File: src/design/pki_pkg.sv
/*
  Package for the port and key input interrupt block: register indices,
  field positions, selector codes, reset values and system numbering.
  Assumes a byte-wide register file reached over a 32-bit classic Wishbone bus,
  with each register index occupying one aligned word (byte address = 4 * index).
*/
package pki_pkg;

  // Register index width and indices (byte address is four times the index)
  localparam int IDX_W = 19;
  localparam logic [IDX_W-1:0] IDX_PORT01_PRIORITY = 19'h40260;
  localparam logic [IDX_W-1:0] IDX_PORT23_PRIORITY = 19'h40261;
  localparam logic [IDX_W-1:0] IDX_KEY_PRIORITY = 19'h40262;
  localparam logic [IDX_W-1:0] IDX_PORT45_PRIORITY = 19'h4026C;
  localparam logic [IDX_W-1:0] IDX_PORT67_PRIORITY = 19'h4026D;
  localparam logic [IDX_W-1:0] IDX_KEY_PORT03_IRQ_ENABLE = 19'h40270;
  localparam logic [IDX_W-1:0] IDX_PORT47_IRQ_ENABLE = 19'h40277;
  localparam logic [IDX_W-1:0] IDX_KEY_PORT03_IRQ_FLAGS = 19'h40280;
  localparam logic [IDX_W-1:0] IDX_PORT47_IRQ_FLAGS = 19'h40287;
  localparam logic [IDX_W-1:0] IDX_PORT03_PIN_SELECT = 19'h402C6;
  localparam logic [IDX_W-1:0] IDX_PORT47_PIN_SELECT = 19'h402C7;
  localparam logic [IDX_W-1:0] IDX_PORT_POLARITY_SELECT = 19'h402C8;
  localparam logic [IDX_W-1:0] IDX_PORT_TRIGGER_SELECT = 19'h402C9;
  localparam logic [IDX_W-1:0] IDX_KEY_GROUP_SELECT = 19'h402CA;
  localparam logic [IDX_W-1:0] IDX_KEY0_COMPARE_PATTERN = 19'h402CC;
  localparam logic [IDX_W-1:0] IDX_KEY1_COMPARE_PATTERN = 19'h402CD;
  localparam logic [IDX_W-1:0] IDX_KEY0_INPUT_MASK = 19'h402CE;
  localparam logic [IDX_W-1:0] IDX_KEY1_INPUT_MASK = 19'h402CF;
  localparam logic [IDX_W-1:0] IDX_FLAG_CLEAR_METHOD = 19'h402DF;

  // System counts and numbering: ports 0..7, key 0 is 8, key 1 is 9
  localparam int N_PORT = 8;
  localparam int N_SYS = 10;
  localparam int SYS_KEY0 = 8;
  localparam int SYS_KEY1 = 9;
  localparam int KEY0_W = 5;
  localparam int KEY1_W = 4;
  localparam int LVL_W = 3;
  localparam int SYS_ID_W = 4;

  // Field positions
  localparam int PRI_EVEN_LSB = 0;
  localparam int PRI_ODD_LSB = 4;
  localparam int SEL_W = 2;
  localparam int SEL_KEY0_LSB = 0;
  localparam int SEL_KEY1_LSB = 2;
  localparam int EN_PORT_LO_LSB = 0;
  localparam int EN_KEY_LSB = 4;
  localparam int EN_PORT_HI_LSB = 2;

  // Pin selector codes, shared by port and key systems
  localparam logic [1:0] SEL_PORT2 = 2'h3;
  localparam logic [1:0] SEL_PORT0 = 2'h2;
  localparam logic [1:0] SEL_ALT = 2'h1;
  localparam logic [1:0] SEL_KEY6 = 2'h0;

  // Reset values and settling time of the input synchroniser
  localparam logic [7:0] CFG_COLD_VALUE = 8'h00;
  localparam logic FLAG_METHOD_RESET = 1'b1;
  localparam logic [1:0] ARM_CYCLES = 2'h3;

endpackage

File: src/design/pki_top.sv
/*
  Port-input and key-input interrupt logic: eight single-pin port systems,
  two key-pattern systems, byte registers on a classic Wishbone slave and a
  priority arbiter that presents one request to the CPU interrupt logic.
  Assumes all pins and the CPU level inputs are synchronous to i_sys_clk
  (pins are still double-flopped), and that i_cold_start is valid while
  i_srst is high.
*/
// What this block does
// - 2-bit code picks each port system's pin
// - Pin selectors two bits per system, two registers
// - Input settings clear on cold start, kept on hot
// - Polarity 1 high/rising, 0 low/falling
// - Trigger 1 edge, 0 level
// - Key systems select pin group by code
// - Key fires on match-to-mismatch change
// - Compare 1 falling, 0 rising, reads back
// - Key compare/mask in low bits, rest reserved
// - Mask 1 enables input, 0 ignores it
// - Three-bit priority level per system
// - Even system bits 2:0, odd bits 6:4
// - Priority levels not initialised by reset
// - Enable bits gate CPU request
// - Enables cleared on every reset
// - Factor flags report occurred interrupt factors
// - Flag sets regardless of enable, priority
// - Reset-only method: write 1 clears flag
// - Request needs flag, enable, top priority, level
`timescale 1ns/10ps
`default_nettype none

module pki_top
  import pki_pkg::*;
#(
  parameter int ADR_W = 21
)
(
  // Clock and reset
  input wire logic i_sys_clk,
  input wire logic i_srst,
  input wire logic i_cold_start,
  // Wishbone slave
  input wire logic i_wb_cyc,
  input wire logic i_wb_stb,
  input wire logic i_wb_we,
  input wire logic [ADR_W-1:0] i_wb_adr,
  input wire logic [3:0] i_wb_sel,
  input wire logic [31:0] i_wb_dat,
  output logic [31:0] o_wb_dat,
  output logic o_wb_ack,
  // Input pins
  input wire logic [7:0] i_port2,
  input wire logic [7:0] i_port0,
  input wire logic [2:0] i_port3_hi,
  input wire logic [4:0] i_key5,
  input wire logic [7:0] i_key6,
  // CPU interrupt interface
  input wire logic i_cpu_ie,
  input wire logic [LVL_W-1:0] i_cpu_level,
  input wire logic i_higher_pending,
  output logic o_irq_req,
  output logic [LVL_W-1:0] o_irq_level,
  output logic [SYS_ID_W-1:0] o_irq_system
);

  localparam int PIN_W = 32;

  // Configuration state
  logic [2*N_PORT-1:0] port_pin_selector;
  logic [N_PORT-1:0] port_polarity_bit;
  logic [N_PORT-1:0] port_trigger_type_bit;
  logic [7:0] key_group_selector;
  logic [KEY0_W-1:0] key0_compare_bit;
  logic [KEY1_W-1:0] key1_compare_bit;
  logic [KEY0_W-1:0] key0_mask_bit;
  logic [KEY1_W-1:0] key1_mask_bit;
  logic [LVL_W-1:0] priority_level [N_SYS];
  logic [N_SYS-1:0] irq_enable;
  logic [N_SYS-1:0] factor_flag;
  logic flag_clear_method;

  // Bus decode
  logic [IDX_W-1:0] acc_idx;
  logic acc_req;
  logic wr_stb;
  logic [7:0] wr_byte;
  logic [7:0] next_rd_byte;

  // Input path
  logic [PIN_W-1:0] pin_meta;
  logic [PIN_W-1:0] pin_sync;
  logic [7:0] s_port2;
  logic [7:0] s_port0;
  logic [7:0] s_alt;
  logic [7:0] s_key6;
  logic [1:0] arm_cnt;
  logic armed;
  logic [N_PORT-1:0] port_cur;
  logic [N_PORT-1:0] port_prev;
  logic [KEY0_W-1:0] key0_in;
  logic [KEY1_W-1:0] key1_in;
  logic key0_match;
  logic key1_match;
  logic key0_prev_match;
  logic key1_prev_match;
  logic [N_SYS-1:0] factor_event;

  // Arbitration
  logic next_found;
  logic [LVL_W-1:0] next_best_lvl;
  logic [SYS_ID_W-1:0] next_best_sys;

  assign acc_idx = i_wb_adr[ADR_W-1:2];
  assign acc_req = i_wb_cyc & i_wb_stb & ~o_wb_ack;
  assign wr_stb = acc_req & i_wb_we & i_wb_sel[0];
  assign wr_byte = i_wb_dat[7:0];

  // Wishbone answer: one-cycle ack, unmapped indices read zero
  always_ff @(posedge i_sys_clk)
  begin
    if (i_srst)
    begin
      o_wb_ack <= 1'b0;
      o_wb_dat <= 32'h0000_0000;
    end
    else
    begin
      o_wb_ack <= acc_req;
      o_wb_dat <= {24'h00_0000, next_rd_byte};
    end
  end

  // Read mux, reserved bits read zero
  always_comb
  begin
    next_rd_byte = 8'h00;
    unique case (acc_idx)
      IDX_PORT01_PRIORITY:
        next_rd_byte = {1'b0, priority_level[1], 1'b0, priority_level[0]};
      IDX_PORT23_PRIORITY:
        next_rd_byte = {1'b0, priority_level[3], 1'b0, priority_level[2]};
      IDX_KEY_PRIORITY:
        next_rd_byte = {1'b0, priority_level[SYS_KEY1], 1'b0, priority_level[SYS_KEY0]};
      IDX_PORT45_PRIORITY:
        next_rd_byte = {1'b0, priority_level[5], 1'b0, priority_level[4]};
      IDX_PORT67_PRIORITY:
        next_rd_byte = {1'b0, priority_level[7], 1'b0, priority_level[6]};
      IDX_KEY_PORT03_IRQ_ENABLE:
        next_rd_byte = {2'h0, irq_enable[SYS_KEY1:SYS_KEY0], irq_enable[3:0]};
      IDX_PORT47_IRQ_ENABLE:
        next_rd_byte = {2'h0, irq_enable[7:4], 2'h0};
      IDX_KEY_PORT03_IRQ_FLAGS:
        next_rd_byte = {2'h0, factor_flag[SYS_KEY1:SYS_KEY0], factor_flag[3:0]};
      IDX_PORT47_IRQ_FLAGS:
        next_rd_byte = {2'h0, factor_flag[7:4], 2'h0};
      IDX_PORT03_PIN_SELECT:
        next_rd_byte = port_pin_selector[7:0];
      IDX_PORT47_PIN_SELECT:
        next_rd_byte = port_pin_selector[15:8];
      IDX_PORT_POLARITY_SELECT:
        next_rd_byte = port_polarity_bit;
      IDX_PORT_TRIGGER_SELECT:
        next_rd_byte = port_trigger_type_bit;
      IDX_KEY_GROUP_SELECT:
        next_rd_byte = {4'h0, key_group_selector[3:0]};
      IDX_KEY0_COMPARE_PATTERN:
        next_rd_byte = {3'h0, key0_compare_bit};
      IDX_KEY1_COMPARE_PATTERN:
        next_rd_byte = {4'h0, key1_compare_bit};
      IDX_KEY0_INPUT_MASK:
        next_rd_byte = {3'h0, key0_mask_bit};
      IDX_KEY1_INPUT_MASK:
        next_rd_byte = {4'h0, key1_mask_bit};
      IDX_FLAG_CLEAR_METHOD:
        next_rd_byte = {7'h00, flag_clear_method};
      default:
        next_rd_byte = 8'h00;
    endcase
  end

  // Input configuration, cleared only on cold start
  // cold clears, hot keeps
  always_ff @(posedge i_sys_clk)
  begin
    if (i_srst)
    begin
      if (i_cold_start)
      begin
        port_pin_selector <= {CFG_COLD_VALUE, CFG_COLD_VALUE};
        port_polarity_bit <= CFG_COLD_VALUE;
        port_trigger_type_bit <= CFG_COLD_VALUE;
        key_group_selector <= CFG_COLD_VALUE;
        key0_compare_bit <= CFG_COLD_VALUE[KEY0_W-1:0];
        key1_compare_bit <= CFG_COLD_VALUE[KEY1_W-1:0];
        key0_mask_bit <= CFG_COLD_VALUE[KEY0_W-1:0];
        key1_mask_bit <= CFG_COLD_VALUE[KEY1_W-1:0];
      end
    end
    else if (wr_stb)
    begin
      unique case (acc_idx)
        IDX_PORT03_PIN_SELECT: port_pin_selector[7:0] <= wr_byte;
        IDX_PORT47_PIN_SELECT: port_pin_selector[15:8] <= wr_byte;
        IDX_PORT_POLARITY_SELECT: port_polarity_bit <= wr_byte;
        IDX_PORT_TRIGGER_SELECT: port_trigger_type_bit <= wr_byte;
        IDX_KEY_GROUP_SELECT: key_group_selector <= {4'h0, wr_byte[3:0]};
        IDX_KEY0_COMPARE_PATTERN: key0_compare_bit <= wr_byte[KEY0_W-1:0];
        IDX_KEY1_COMPARE_PATTERN: key1_compare_bit <= wr_byte[KEY1_W-1:0];
        IDX_KEY0_INPUT_MASK: key0_mask_bit <= wr_byte[KEY0_W-1:0];
        IDX_KEY1_INPUT_MASK: key1_mask_bit <= wr_byte[KEY1_W-1:0];
        default: ;
      endcase
    end
  end

  // Priority levels carry no reset value
  // no reset here
  always_ff @(posedge i_sys_clk)
  begin
    if (wr_stb)
    begin
      unique case (acc_idx)
        IDX_PORT01_PRIORITY:
        begin
          priority_level[0] <= wr_byte[PRI_EVEN_LSB +: LVL_W];
          priority_level[1] <= wr_byte[PRI_ODD_LSB +: LVL_W];
        end
        IDX_PORT23_PRIORITY:
        begin
          priority_level[2] <= wr_byte[PRI_EVEN_LSB +: LVL_W];
          priority_level[3] <= wr_byte[PRI_ODD_LSB +: LVL_W];
        end
        IDX_KEY_PRIORITY:
        begin
          priority_level[SYS_KEY0] <= wr_byte[PRI_EVEN_LSB +: LVL_W];
          priority_level[SYS_KEY1] <= wr_byte[PRI_ODD_LSB +: LVL_W];
        end
        IDX_PORT45_PRIORITY:
        begin
          priority_level[4] <= wr_byte[PRI_EVEN_LSB +: LVL_W];
          priority_level[5] <= wr_byte[PRI_ODD_LSB +: LVL_W];
        end
        IDX_PORT67_PRIORITY:
        begin
          priority_level[6] <= wr_byte[PRI_EVEN_LSB +: LVL_W];
          priority_level[7] <= wr_byte[PRI_ODD_LSB +: LVL_W];
        end
        default: ;
      endcase
    end
  end

  // Enable bits and flag-clear method
  // enables cleared
  always_ff @(posedge i_sys_clk)
  begin
    if (i_srst)
    begin
      irq_enable <= '0;
      flag_clear_method <= FLAG_METHOD_RESET;
    end
    else if (wr_stb)
    begin
      unique case (acc_idx)
        IDX_KEY_PORT03_IRQ_ENABLE:
        begin
          irq_enable[3:0] <= wr_byte[EN_PORT_LO_LSB +: 4];
          irq_enable[SYS_KEY1:SYS_KEY0] <= wr_byte[EN_KEY_LSB +: 2];
        end
        IDX_PORT47_IRQ_ENABLE: irq_enable[7:4] <= wr_byte[EN_PORT_HI_LSB +: 4];
        IDX_FLAG_CLEAR_METHOD: flag_clear_method <= wr_byte[0];
        default: ;
      endcase
    end
  end

  // Two-flop synchroniser on every pin, plus a settle counter after reset
  // pin synchroniser
  always_ff @(posedge i_sys_clk)
  begin
    pin_meta <= {i_port2, i_port0, i_port3_hi, i_key5, i_key6};
    pin_sync <= pin_meta;
  end

  always_ff @(posedge i_sys_clk)
  begin
    if (i_srst)
      arm_cnt <= 2'h0;
    else if (arm_cnt != ARM_CYCLES)
      arm_cnt <= arm_cnt + 2'h1;
  end

  assign armed = (arm_cnt == ARM_CYCLES);
  assign s_port2 = pin_sync[31:24];
  assign s_port0 = pin_sync[23:16];
  assign s_alt = pin_sync[15:8];
  assign s_key6 = pin_sync[7:0];

  // Port systems: pin select, polarity, edge or level
  genvar gi;
  generate
    for (gi = 0; gi < N_PORT; gi++)
    begin : g_port
      always_comb
      begin
        unique case (port_pin_selector[gi*SEL_W +: SEL_W])
          SEL_PORT2: port_cur[gi] = s_port2[gi];
          SEL_PORT0: port_cur[gi] = s_port0[gi];
          SEL_ALT: port_cur[gi] = s_alt[gi];
          SEL_KEY6: port_cur[gi] = s_key6[gi];
        endcase
      end

      always_comb
      begin
        if (port_trigger_type_bit[gi])
          factor_event[gi] = (port_cur[gi] != port_prev[gi]) &&
            (port_cur[gi] == port_polarity_bit[gi]);
        else
          factor_event[gi] = (port_cur[gi] == port_polarity_bit[gi]);
      end
    end
  endgenerate

  // Key group selection
  // key group decode
  always_comb
  begin
    unique case (key_group_selector[SEL_KEY0_LSB +: SEL_W])
      SEL_PORT2: key0_in = s_port2[KEY0_W-1:0];
      SEL_PORT0: key0_in = s_port0[KEY0_W-1:0];
      SEL_ALT: key0_in = s_key6[KEY0_W-1:0];
      SEL_KEY6: key0_in = s_alt[KEY0_W-1:0];
    endcase
    unique case (key_group_selector[SEL_KEY1_LSB +: SEL_W])
      SEL_PORT2: key1_in = s_port2[7:4];
      SEL_PORT0: key1_in = s_port0[7:4];
      SEL_ALT: key1_in = s_key6[7:4];
      SEL_KEY6: key1_in = s_key6[3:0];
    endcase
  end

  // Match when every unmasked input equals its compare bit
  // masked inputs ignored
  assign key0_match = ((key0_in ^ key0_compare_bit) & key0_mask_bit) == '0;
  assign key1_match = ((key1_in ^ key1_compare_bit) & key1_mask_bit) == '0;
  always_comb
  begin
    factor_event[SYS_KEY0] = key0_prev_match & ~key0_match;
    factor_event[SYS_KEY1] = key1_prev_match & ~key1_match;
  end

  // Previous samples for edge and change detection
  // compare with previous
  always_ff @(posedge i_sys_clk)
  begin
    port_prev <= port_cur;
    key0_prev_match <= key0_match;
    key1_prev_match <= key1_match;
  end

  // Factor flags: set wins over software clear
  // set independent of enable
  always_ff @(posedge i_sys_clk)
  begin
    if (i_srst)
      factor_flag <= '0;
    else
    begin
      for (int i = 0; i < N_SYS; i++)
      begin
        if (armed && factor_event[i])
          factor_flag[i] <= 1'b1;
        else if (wr_stb && (acc_idx == IDX_KEY_PORT03_IRQ_FLAGS) && (i < N_PORT / 2))
          factor_flag[i] <= flag_clear_method ? (factor_flag[i] & ~wr_byte[i]) : wr_byte[i];
        else if (wr_stb && (acc_idx == IDX_KEY_PORT03_IRQ_FLAGS) && (i >= SYS_KEY0))
          factor_flag[i] <= flag_clear_method ?
            (factor_flag[i] & ~wr_byte[EN_KEY_LSB + i - SYS_KEY0]) :
            wr_byte[EN_KEY_LSB + i - SYS_KEY0];
        else if (wr_stb && (acc_idx == IDX_PORT47_IRQ_FLAGS) &&
          (i >= N_PORT / 2) && (i < N_PORT))
          factor_flag[i] <= flag_clear_method ?
            (factor_flag[i] & ~wr_byte[EN_PORT_HI_LSB + i - N_PORT / 2]) :
            wr_byte[EN_PORT_HI_LSB + i - N_PORT / 2];
      end
    end
  end

  // Highest-level pending and enabled system, lowest number wins a tie
  always_comb
  begin
    next_found = 1'b0;
    next_best_lvl = '0;
    next_best_sys = '0;
    for (int i = 0; i < N_SYS; i++)
    begin
      if (factor_flag[i] && irq_enable[i] &&
        (!next_found || (priority_level[i] > next_best_lvl)))
      begin
        next_found = 1'b1;
        next_best_lvl = priority_level[i];
        next_best_sys = SYS_ID_W'(i);
      end
    end
  end

  // Request to the CPU
  // request conditions
  always_ff @(posedge i_sys_clk)
  begin
    if (i_srst)
    begin
      o_irq_req <= 1'b0;
      o_irq_level <= '0;
      o_irq_system <= '0;
    end
    else
    begin
      o_irq_req <= next_found && i_cpu_ie && !i_higher_pending &&
        (next_best_lvl > i_cpu_level);
      o_irq_level <= next_found ? next_best_lvl : '0;
      o_irq_system <= next_best_sys;
    end
  end

endmodule

`default_nettype wire

File: config.mk
export PLATFORM = sky130hd
export DESIGN_NAME = pki_top
export DESIGN_NICKNAME = d
export VERILOG_FILES = /design/src/design/pki_pkg.sv /design/src/design/pki_top.sv
export SDC_FILE = /design/constraint.sdc
export NUM_CORES = 1
export LEC_CHECK = 0
export ABC_AREA = 1
export ABC_CLOCK_PERIOD_IN_PS = 13800
export BUFFER_PORTS_ARGS = -buffer_cell sky130_fd_sc_hd__clkbuf_2
export CELL_PAD_IN_SITES_DETAIL_PLACEMENT = 0
export CELL_PAD_IN_SITES_GLOBAL_PLACEMENT = 1
export CORE_MARGIN = 5
export CORE_UTILIZATION = 35
export CTS_BUF_LIST = sky130_fd_sc_hd__clkbuf_4 sky130_fd_sc_hd__clkbuf_8 sky130_fd_sc_hd__clkbuf_16
export CTS_CLUSTER_DIAMETER = 80
export CTS_CLUSTER_SIZE = 10
export DETAILED_ROUTE_END_ITERATION = 12
export MAX_ROUTING_LAYER = met4
export PLACE_DENSITY_LB_ADDON = 0.1
export SETUP_SLACK_MARGIN = 0.3
export SYNTH_ARGS = -nofsm -noshare
export SYNTH_HDL_FRONTEND = slang
export SYNTH_SLANG_ARGS = --single-unit
File: constraint.sdc
create_clock -name i_sys_clk -period 13.8 [get_ports i_sys_clk]
set_input_delay 2.76 -clock i_sys_clk [delete_from_list [all_inputs] [get_ports i_sys_clk]]
set_output_delay 2.76 -clock i_sys_clk [all_outputs]
set_load 0.03 [all_outputs]
Word level (Yosys, flattened, before mapping)
Memory sizes are Yosys's and may differ from the RTL's.
Cells that the tools add are included.

cells by class
  bitwise logic cells = 30
  mux-type cells = 146
  $add $sub $neg = 1
  order comparisons = 10
  equal/unequal tests = 68
  reductions and logical operators = 115

operators with widths
  operator                                                                count
  19-bit equality test (second input constant)                            19
  8-bit case mux with 19 select lines                                     1
  4-bit two-way mux                                                       26
  1-bit two-way mux                                                       72
  8-bit two-way mux                                                       9
  3-bit two-way mux                                                       18
  16-bit two-way mux                                                      3
  2-bit equality test (second input constant)                             21
  1-bit logical AND                                                       42
  2-bit nonzero test                                                      20
  5-bit two-way mux                                                       7
  1-bit case mux with 4 select lines                                      8
  3-bit greater-than comparator                                           10
  3-bit AND reduction                                                     9
  3-bit OR reduction                                                      9
  2-bit by 1-bit equality test with 1-bit output (second input constant)  10
  2-bit logical NOT                                                       10
  5-bit case mux with 4 select lines                                      1
  1-bit AND                                                               16
  4-bit case mux with 4 select lines                                      1
  1-bit logical NOT                                                       10
  1-bit inverter                                                          10
  1-bit logical OR                                                        9
  1-bit equality test                                                     8
  12 further kinds                                                        21

storage, ports and cells
  memory bits (writable) = 30
  input port bits = 100
  bits in registers = 192
  logic and storage cells = 406
  output and inout port bits = 41
  memories kept = 1

memories
  memory          words  bits a word  read ports  clocked after Yosys merged registers in  write ports  line           RTL
  priority_level  10     3            10          0                                        2            pki_top.sv:77  logic [LVL_W-1:0] priority_level [N_SYS];

Logic depth before layout (Yosys ltp)
Gate-level depths: netlist of the first run.

  depth after elaboration = 41
  depth in mapped cells = 92
  gate-level depth less buffers = 92

Least setup slack after synthesis of the first run
Ideal clock, no wire load.

  path kind = register to register
  start = register irq_enable[0]
  end = register o_irq_req
  path slack = 3460 ps
  path buffers = 0
  stages on the path, launching flop included = 89
  required time = 13689 ps
  arrival = 10229 ps
  period minus slack after synthesis = 10340 ps
  library setup time = 111 ps
  path through = dfxtp_1 > nand2_2 > nor2_1 > inv_1 > ha_1 > a21oi_1 > nand2_1 > nand2_1 > nand2_2 > nand2_4 > nand2_2 > and2_1 > ha_1 > a21oi_1 > o21ai_1 > nand2_1 > nand2_2 > nand2_4 > [53 not listed] > nand2_2 > and2_1 > ha_1 > nand2_1 > o21ai_0 > nand2_1 > a21oi_1 > inv_1 > or2_2 > nand2_1 > inv_1 > ha_1 > nand2_1 > nor2_1 > a211oi_1 > a31oi_1 > nand4_1 > inv_1

on the way
  elaborated cells between the ends (all ways) = 61
  classes of those cells = 10 x order compare; 20 x mux; 31 x reduce/logical

RTL lines
  element                                                                    line            RTL
  from (decl)                                                                pki_top.sv:78   logic [N_SYS-1:0] irq_enable;
  from (signal assigned)                                                     pki_top.sv:267  irq_enable[3:0] <= wr_byte[EN_PORT_LO_LSB +: 4];
  from (signal, indexed assignment)                                          pki_top.sv:268  irq_enable[SYS_KEY1:SYS_KEY0] <= wr_byte[EN_KEY_LSB +: 2];
  1-bit logical AND (*)                                                      pki_top.sv:397  if (factor_flag[i] && irq_enable[i] &&
  3-bit two-way mux / 1-bit two-way mux (equally long branches)              pki_top.sv:397
  3-bit greater-than comparator / 1-bit logical NOT (equally long branches)  pki_top.sv:398  (!next_found || (priority_level[i] > next_best_lvl)))
  1-bit logical OR                                                           pki_top.sv:398
  1-bit logical AND                                                          pki_top.sv:397
  3-bit two-way mux / 1-bit two-way mux (equally long branches)              pki_top.sv:397
  3-bit greater-than comparator / 1-bit logical NOT (equally long branches)  pki_top.sv:398
  1-bit logical OR                                                           pki_top.sv:398
  [25 not listed]                                                            n/a
  3-bit two-way mux / 1-bit two-way mux (equally long branches)              pki_top.sv:397
  3-bit greater-than comparator / 1-bit logical NOT (equally long branches)  pki_top.sv:398
  1-bit logical OR                                                           pki_top.sv:398
  1-bit logical AND                                                          pki_top.sv:397
  3-bit two-way mux (*)                                                      pki_top.sv:397
  net next_best_lvl[1]                                                       pki_top.sv:110  logic [LVL_W-1:0] next_best_lvl;
  3-bit greater-than comparator (*)                                          pki_top.sv:420  (next_best_lvl > i_cpu_level);
  1-bit logical AND (*)                                                      pki_top.sv:419  o_irq_req <= next_found && i_cpu_ie && !i_higher_pending &&
  to (signal assigned)                                                       pki_top.sv:419
  to (decl)                                                                  pki_top.sv:61   output logic o_irq_req,

Mark *: on every way through the listed nets, which the timed path passes. The rest lies on a longest branch.
A chain may end at the register's enable or synchronous reset.

Worst setup path after layout of the first run
  start = register factor_flag[0]
  end = register o_irq_req

on the way
  elaborated cells between the ends (all ways) = 61
  classes of those cells = 10 x order compare; 20 x mux; 31 x reduce/logical

RTL lines
  element                                                                    line            RTL
  from (decl)                                                                pki_top.sv:79   logic [N_SYS-1:0] factor_flag;
  from (signal, indexed assignment)                                          pki_top.sv:375  factor_flag[i] <= flag_clear_method ? (factor_flag[i] & ~wr_byte[i]) : wr_byte[i];
  from (signal, indexed assignment)                                          pki_top.sv:377  factor_flag[i] <= flag_clear_method ?
  from (signal, indexed assignment)                                          pki_top.sv:382  factor_flag[i] <= flag_clear_method ?
  1-bit logical AND (*)                                                      pki_top.sv:397
  3-bit two-way mux / 1-bit two-way mux (equally long branches)              pki_top.sv:397
  3-bit greater-than comparator / 1-bit logical NOT (equally long branches)  pki_top.sv:398
  1-bit logical OR                                                           pki_top.sv:398
  1-bit logical AND                                                          pki_top.sv:397
  3-bit two-way mux / 1-bit two-way mux (equally long branches)              pki_top.sv:397
  3-bit greater-than comparator / 1-bit logical NOT (equally long branches)  pki_top.sv:398
  1-bit logical OR                                                           pki_top.sv:398
  [25 not listed]                                                            n/a
  3-bit two-way mux / 1-bit two-way mux (equally long branches)              pki_top.sv:397
  3-bit greater-than comparator / 1-bit logical NOT (equally long branches)  pki_top.sv:398
  1-bit logical OR                                                           pki_top.sv:398
  1-bit logical AND                                                          pki_top.sv:397
  3-bit two-way mux (*)                                                      pki_top.sv:397
  net next_best_lvl[1]                                                       pki_top.sv:110
  3-bit greater-than comparator (*)                                          pki_top.sv:420
  1-bit logical AND (*)                                                      pki_top.sv:419

Marks and branches as above.

==> results of run 1 <==
==> layer usage <==
layer	vias up	routed length, um
met4	0	692
met2	222	13000
met5	-	0
met1	3245	12200
li1	3533	-
met3	43	1300
==> cell usage after synthesis, types with 12 or more instances <==
cell type  instances
o22ai_1           16
a21oi_1           40
buf_4             24
dfxtp_1          114
nand2_2           16
nor3_1            15
a31oi_1           16
o21ai_0           78
ha_1              28
nor2_1            81
inv_1            127
nand2_1          141
o21ai_2           12
nand3_1           73
edfxtp_1          84
==> registers in the layout, indices dropped and copies added (netlist names), 5 cells and up <==
name                   count
pin_meta                  32
port_trigger_type_bit      8
port_polarity_bit          8
key0_mask_bit              5
o_wb_dat                   8
port_prev                  8
priority_level            30
factor_flag               10
irq_enable                10
port_pin_selector         16
pin_sync                  32
key0_compare_bit           5
==> logic make-up after synthesis <==
family	count (synthesis)	synth area share, %
simple gates	367	19.2
compound gates	209	14.5
flops	198	54.1
buf+inv	165	7.99
fa+ha+maj	28	3.95
xor+xnor	2	0.197
other cells	1	0.0422
==> stage by stage <==
stage | cells | setup WS [ns] | cell area (um^2) | utilization [%] | total power, uW
5_1_grt | 1416 | 0.763 | 10300 | 40.9 | 1300
4_1_cts | 1416 | 2.04 | 10300 | 40.9 | 1260
6_report | 1416 | 2.08 | 10300 | 40.9 | 1250
3_3_place_gp | 1384 | 2.11 | 9650 | 38.4 | 752
2_1_floorplan | 993 | 3.46 | 8960 | - | 719
3_5_place_dp | 1384 | 2.11 | 9650 | 38.4 | 753
==> power by group through the flow <==
stage | Sequential [uW] | Clock [uW] | Combinational [uW]
floorplan | 662 | 0 | 57.5
CTS | 653 | 517 | 87.0
detailed placement | 667 | 0 | 86.4
finish | 654 | 509 | 86.7
global route | 656 | 547 | 96.7
global placement | 667 | 0 | 85.3
==> worst paths after layout <==
| kind | endpoint | slack (ns) | depth (start not counted) |
|---|---|---|---|
| worst max-delay path | o_irq_req | 2.08 | 89 |
| worst min register to register | pin_sync[9] | 0.33 | 0 |
| worst max register to register | o_irq_req | 2.08 | 89 |
| worst min-delay path | pin_sync[9] | 0.33 | 0 |
==> placed cells by master, fill, tap and decap left out, types with 3 or more instances in the layout <==
master and count:
conb_1 24, nand4_1 7, inv_1 127, edfxtp_1 84
inv_2 3, nor2_1 81, ha_1 28, clkbuf_16 17
a22o_1 3, o2111ai_1 8, a2111oi_0 4, nand2_1 141
buf_4 6, o31ai_1 8, clkinv_1 3, clkinv_8 7
nor3_1 15, inv_6 4, a32o_1 5, or2_2 4
nand3_1 73, a31oi_1 16, o22ai_1 16, nand3_2 8
nor4_1 8, a221oi_1 7, and2_1 4, o21ai_1 5
o21ai_2 12, clkbuf_2 87, dfxtp_1 114, nand2_2 16
a21oi_1 40, nand2_4 7, o21ai_0 76
==> area by class of cell <==
class                           instances  area, um^2  share of cell area (%)
Clock buffer                           18         433                    4.22
Tap cell                              330         413                    4.02
Clock inverter                         14         180                    1.76
Timing Repair Buffer                   93         480                    4.68
Inverter                              133         499                    4.86
Sequential cell                       198        4800                    46.8
Multi-Input combinational cell        630        3450                    33.6
==> results.md, run 1 <==
- CTS Sinks: 198
- Number of global-route vias before repair: 6793
- Worst setup EP type: flop
- Crit path DAT: 12.06 ns
- Post-DRT Antenna Nets: 0
- Post-route DRC: 0
- Max H-tree Level: 4
- Most frequent CP cell: nand2_1
- Final global-route overflow total: 0
- Core area: 25100 um^2
- Comb pwr share: 6.9%
- Largest cells by area after synthesis: edfxtp_1 28%, dfxtp_1 26%, nand2_1 6.0%
- Largest net degree at the start of global routing: 35
- RSZ-0062 raised after global routing: no
- Rows: 58
- WS Path Type: reg2reg
- CTS Root Buffer Type: clkbuf_16
- Final min period: 11.72 ns
- Outcome: complete, no violations
- GRT Overall Usage: 19.5%
- Syn avg cell area: 9.15 um^2
- Slowest cell on crit path: dfxtp_1
- Vias/cell: 4.97
- Starting Density: 35.3%
- Proportion of layout cells with a drive suffix above 1: 16.3%
- Die width: 169 um
- Post-cts sizing count: 0
- Post-route clock skew: 0.0137 ns
- Asr flop ratio synth: 0%
- Worst VDD drop: 0.0630 mV
- Sequential fraction of the synthesis area: 54.1%
- Max-Cap Viols: 0
- Die Area: 28600 um^2
- Slew @ Worst Pin: 1.07 ns
- Clk_lat worst skew: 0.44 ns
- Netlist cell types: 41
- Worst hold margin: 0.328 ns
- EDFF count, synth: 84
- Crit path max fanout: 8
- Net Switching: 335 uW
- HPWL after detailed placement: 21.4 mm
- Startpoint types: flop
- Post-layout nets: 1201
- Fmax: 85.3 MHz
- Routed via count: 7043
- Initial DRT Pass Iterations: 7
- Met1 Track Usage GR: 25.0%
- Fin. Hold Viols: 0
- Ant. Diodes: 0
- Synth Warn #: 0
- Gpl congestion: 0.874
- Req. time, crit path: 14.14 ns
- Switching part of the total: 26.8%
- PwrDens: 122 nW/um^2
- Mapped cell area: 8880 um^2
- # hold bufs at CTS: 0
- Buf/Inv on CP: 12
- Critical path origin: factor_flag[0]
- GRT busiest layer: met2
- Slew Limit Headroom: 28.3%
- M2 GR Usage: 31.5%
- PortBufs: 87
- Routed WL: 27.1 mm
- Leakage power: 0.00446 uW
- Hold/Removal Path Class: reg2reg
- Period utilisation layout: 85.0%
- Initial DRC Count: 467
- CTS buffer count: 17
- P_int: 914 uW
- WL per Instance: 19.2 um
- Met3 Usage GRT: 2.84%
- CTS tree: done
- CTS Buffer Depth: 2
- FF+latch count, synth: 198
- Setup TNS: 0 ns
- Critical path's top delay family: simple AND/OR/NAND/NOR gates
- Fill count: 2583
- # Post-CTS Setup Buffers: 0
- Area share of the largest cell type after synthesis: 28.4%
- Syn Inst Count: 970
- Ports: 141
- Synth Flop Type: dfxtp_1
- Largest stage delay on the critical path: 0.38 ns
- First-pass GRT wire length: 40.4 mm
- Initial antenna violation count: 0
- Die Height: 169 um
- Clock transition at path regs: 0.09 ns
- Final setup viols: 0
- Fin. max-slew vios: 0
- Seq pwr share: 52.3%
- Clock power share: 40.7%
- Reg-to-reg startpoint: factor_flag[0]
- Post-synth top area cell: edfxtp_1
- HP Start: pin_meta[9]
- Area delta synth->final: 15.6%
(Power assumes the default switching activity.)
==> run 2, diff against run 1 <==
--- a/config.mk
+++ b/config.mk
@@ -5,8 +5,8 @@
 export SDC_FILE = /design/constraint.sdc
 export NUM_CORES = 1
 export LEC_CHECK = 0
-export ABC_AREA = 1
-export ABC_CLOCK_PERIOD_IN_PS = 13800
+export ABC_AREA = 0
+export ABC_CLOCK_PERIOD_IN_PS = 11000
 export BUFFER_PORTS_ARGS = -buffer_cell sky130_fd_sc_hd__clkbuf_2
 export CELL_PAD_IN_SITES_DETAIL_PLACEMENT = 0
 export CELL_PAD_IN_SITES_GLOBAL_PLACEMENT = 1
==> constraint.sdc (replaced) <==
create_clock -name i_sys_clk -period 11 [get_ports i_sys_clk]
set_input_delay 2.2 -clock i_sys_clk [delete_from_list [all_inputs] [get_ports i_sys_clk]]
set_output_delay 2.2 -clock i_sys_clk [all_outputs]
set_load 0.03 [all_outputs]
==> results.md, run 2 <==
- Reg-to-reg startpoint: factor_flag[0]
- Final min period: 12.40 ns
- Die Area: 28200 um^2
- Die Height: 168 um
- Net Switching: 438 uW
- Proportion of layout cells with a drive suffix above 1: 35.0%
- Hold Path Stages: 0
- Fin. max-slew vios: 0
- EDFF count, synth: 84
- Crit path max fanout: 6
- Req. time, crit path: 11.34 ns
- P_int: 1170 uW
- Syn avg cell area: 11.5 um^2
- Initial antenna violation count: 0
- CTS Buffer Depth: 2
- Post-synth top area cell: edfxtp_1
- Violated checks: negative setup slack
- Most frequent cells in the layout: 112 x dfxtp_1, 98 x buf_4, 87 x clkbuf_2
- Post-route clock skew: 0.0204 ns
- Gpl congestion: 0.909
- Final global-route overflow total: 0
- Synth Flop Type: dfxtp_1
- Commonest non-fill, non-tap cell in the layout: dfxtp_1
- Post-layout nets: 1077
- Largest cells by area after synthesis: edfxtp_1 29%, dfxtp_1 26%, mux4_2 4.4%
- HP Start: pin_meta[8]
- WS Path Type: reg2reg
- Initial DRC Count: 685
- Leakage power: 0.00442 uW
- Routed via count: 6988
- Most frequent CP cell: a21oi_2
- Comb pwr share: 6.0%
- Area share of the largest cell type after synthesis: 28.9%
- PwrDens: 141 nW/um^2
- R2r setup slk: -1.40 ns
- Startpoint types: flop
- Hold/Removal Path Class: reg2reg
- CTS tree: done
- Core area: 24400 um^2
- Reg2reg end: o_irq_req
- Max-Cap Viols: 0
- Critical path origin: factor_flag[0]
- Count leader, synth: dfxtp_1
- CTS Root Buffer Type: clkbuf_16
- Slowest cell on crit path: a211o_4
- Seq pwr share: 51.3%
- Switching part of the total: 27.2%
- Syn Inst Count: 760
- Routed WL: 28.1 mm
- Final setup viols: 8
- Largest stage delay on the critical path: 0.36 ns
- Fin. Hold Viols: 0
- Ant. Diodes: 0
- Area delta synth->final: 30.7%
- Clock power share: 42.7%
- Clock transition at path regs: 0.09 ns
- Mapped cell area: 8720 um^2
- Post-DRT Antenna Nets: 0
- Synth Warn #: 0
- Total chip power: 1610 uW
- Die width: 168 um
- WL per Instance: 21.9 um
- First-pass GRT wire length: 42.5 mm
- Clk_lat worst skew: 0.44 ns
- Asr flop ratio synth: 0%
- Netlist cell types: 73
- Largest net degree at the start of global routing: 46
- PortBufs: 87
- Sequential fraction of the synthesis area: 55.1%
- GRT Overall Usage: 20.4%
- Period utilisation layout: 113%
- FF-to-FF path depth: 69
- Vias/cell: 5.43
- Slew @ Worst Pin: 1.16 ns
- FF+latch count, synth: 198
- Crit path DAT: 12.74 ns
- Post-route DRC: 0
- Outcome: complete, but fails checks
- Top post-synthesis cells by count: 114 x dfxtp_1, 84 x edfxtp_1, 63 x nand2_1, 46 x nor2_1, 39 x a21oi_1
- Rows: 57
- # hold bufs at CTS: 0
- Worst VDD drop: 0.105 mV
- Setup TNS: -7.20 ns
- Largest regs: pin_meta x32, pin_sync x32, priority_level x30
- Initial DRT Pass Iterations: 5
- RSZ-0062 raised after global routing: yes
- Worst setup EP type: flop
- Util after Layout: 46.7%
- CTS Sinks: 198
- Fmax: 80.6 MHz
- CTS buffer count: 17
- Ports: 141
- Starting Density: 35.7%
- Number of global-route vias before repair: 7003
- Max H-tree Level: 4
- Hold endpoint: pin_sync[8]
- HPWL after detailed placement: 21.4 mm
- Slew Limit Headroom: 22.3%
- Setup slack after layout: -1.40 ns
[run 2: changes by cell type after synthesis, sizes merged, moves of 11 or more]
cell,before,now
mux4,0,17
a22o,3,14
nor2b,0,34
inv,130,25
nor2,82,46
nand2,164,63
o22ai,16,1
nand3,81,21
o21ai,93,27
a22oi,2,23
[run 2: through the flow]
stage | cell area (um^2) | std cells | hold WS [ns] | worst slack (ns)
5_1_grt | 11400 | 1286 | 0.337 | -2.07
4_1_cts | 11200 | 1278 | 0.332 | -1.36
2_1_floorplan | 9000 | 783 | 0.310 | -1.03
3_3_place_gp | 10100 | 1213 | 0.310 | -1.74
3_5_place_dp | 10100 | 1213 | 0.312 | -1.95
6_report | 11400 | 1286 | 0.332 | -1.40
[run 2: worst max path at each step]
stage | end | slack [ns]
after floorplan | o_irq_req | -1.03
after global placement | o_irq_req | -1.74
after detailed placement | o_irq_req | -1.95
after CTS | o_irq_req | -1.36
after global routing | o_irq_req | -2.07
final | o_irq_req | -1.40
[run 2: routing by layer]
metal / global-route usage [%] / routed length [um] / vias to the layer above
met5: - / 0 / -
met4: 6.46 / 791 / 0
met3: 3.47 / 1610 / 41
met2: 34.1 / 13900 / 257
met1: 25.2 / 11800 / 3456
li1: - / - / 3234
[run 2: power by group through the flow]
| stage | combinational, uW | sequential, uW | clock (uW) |
|---|---|---|---|
| after floorplan | 67.3 | 831 | 0 |
| after global placement | 94.3 | 842 | 0 |
| after detailed placement | 96.3 | 843 | 0 |
| after CTS | 97.4 | 826 | 703 |
| after global routing | 106 | 831 | 727 |
| final | 97.1 | 826 | 687 |
[run 2: worst max-delay path: cells and delay by family (launching register included)]
kind	cells	cell delay [ns]
flip-flops	1	0.34
multiplexers	4	0.91
adder cells (fa/ha/maj)	10	2.77
AO/OA/AOI/OAI	32	5.62
AND/OR/NAND/NOR	19	2.13
buffers and inverters	4	0.56
[run 2: logic make-up (layout without fill, tap and decap cells)]
group	count (synthesis)	after routing	synth area share [%]
and+or+nand+nor	226	226	12.9
DFF	198	198	55.1
AOI/OAI and AO/OA	196	196	16.3
buffers and inverters	68	247	4.16
muxes	32	32	6.31
adders and majority gates	28	28	4.02
xor gates and xnor gates	11	11	1.11
other	1	24	0.0430
[run 2: area by class of cell]
class                      count  area, um^2
clock buffer                  17         425
fill                        2288       13000
sequential                   198        4810
multi-input combinational    517        4200
tap                          324         405
inverter                      25        93.8
timing repair buffer         190        1230
clock inverter                15         236
[run 2: repair_timing]
| item | 4_1_cts | 5_1_grt |
|---|---|---|
| pin swaps | 37 | 26 |
| setup buffers | 33 | 8 |
| hold endpoints to repair | 0 | 0 |
| gates resized for setup | 39 | 27 |
| setup endpoints to repair | 8 | 8 |
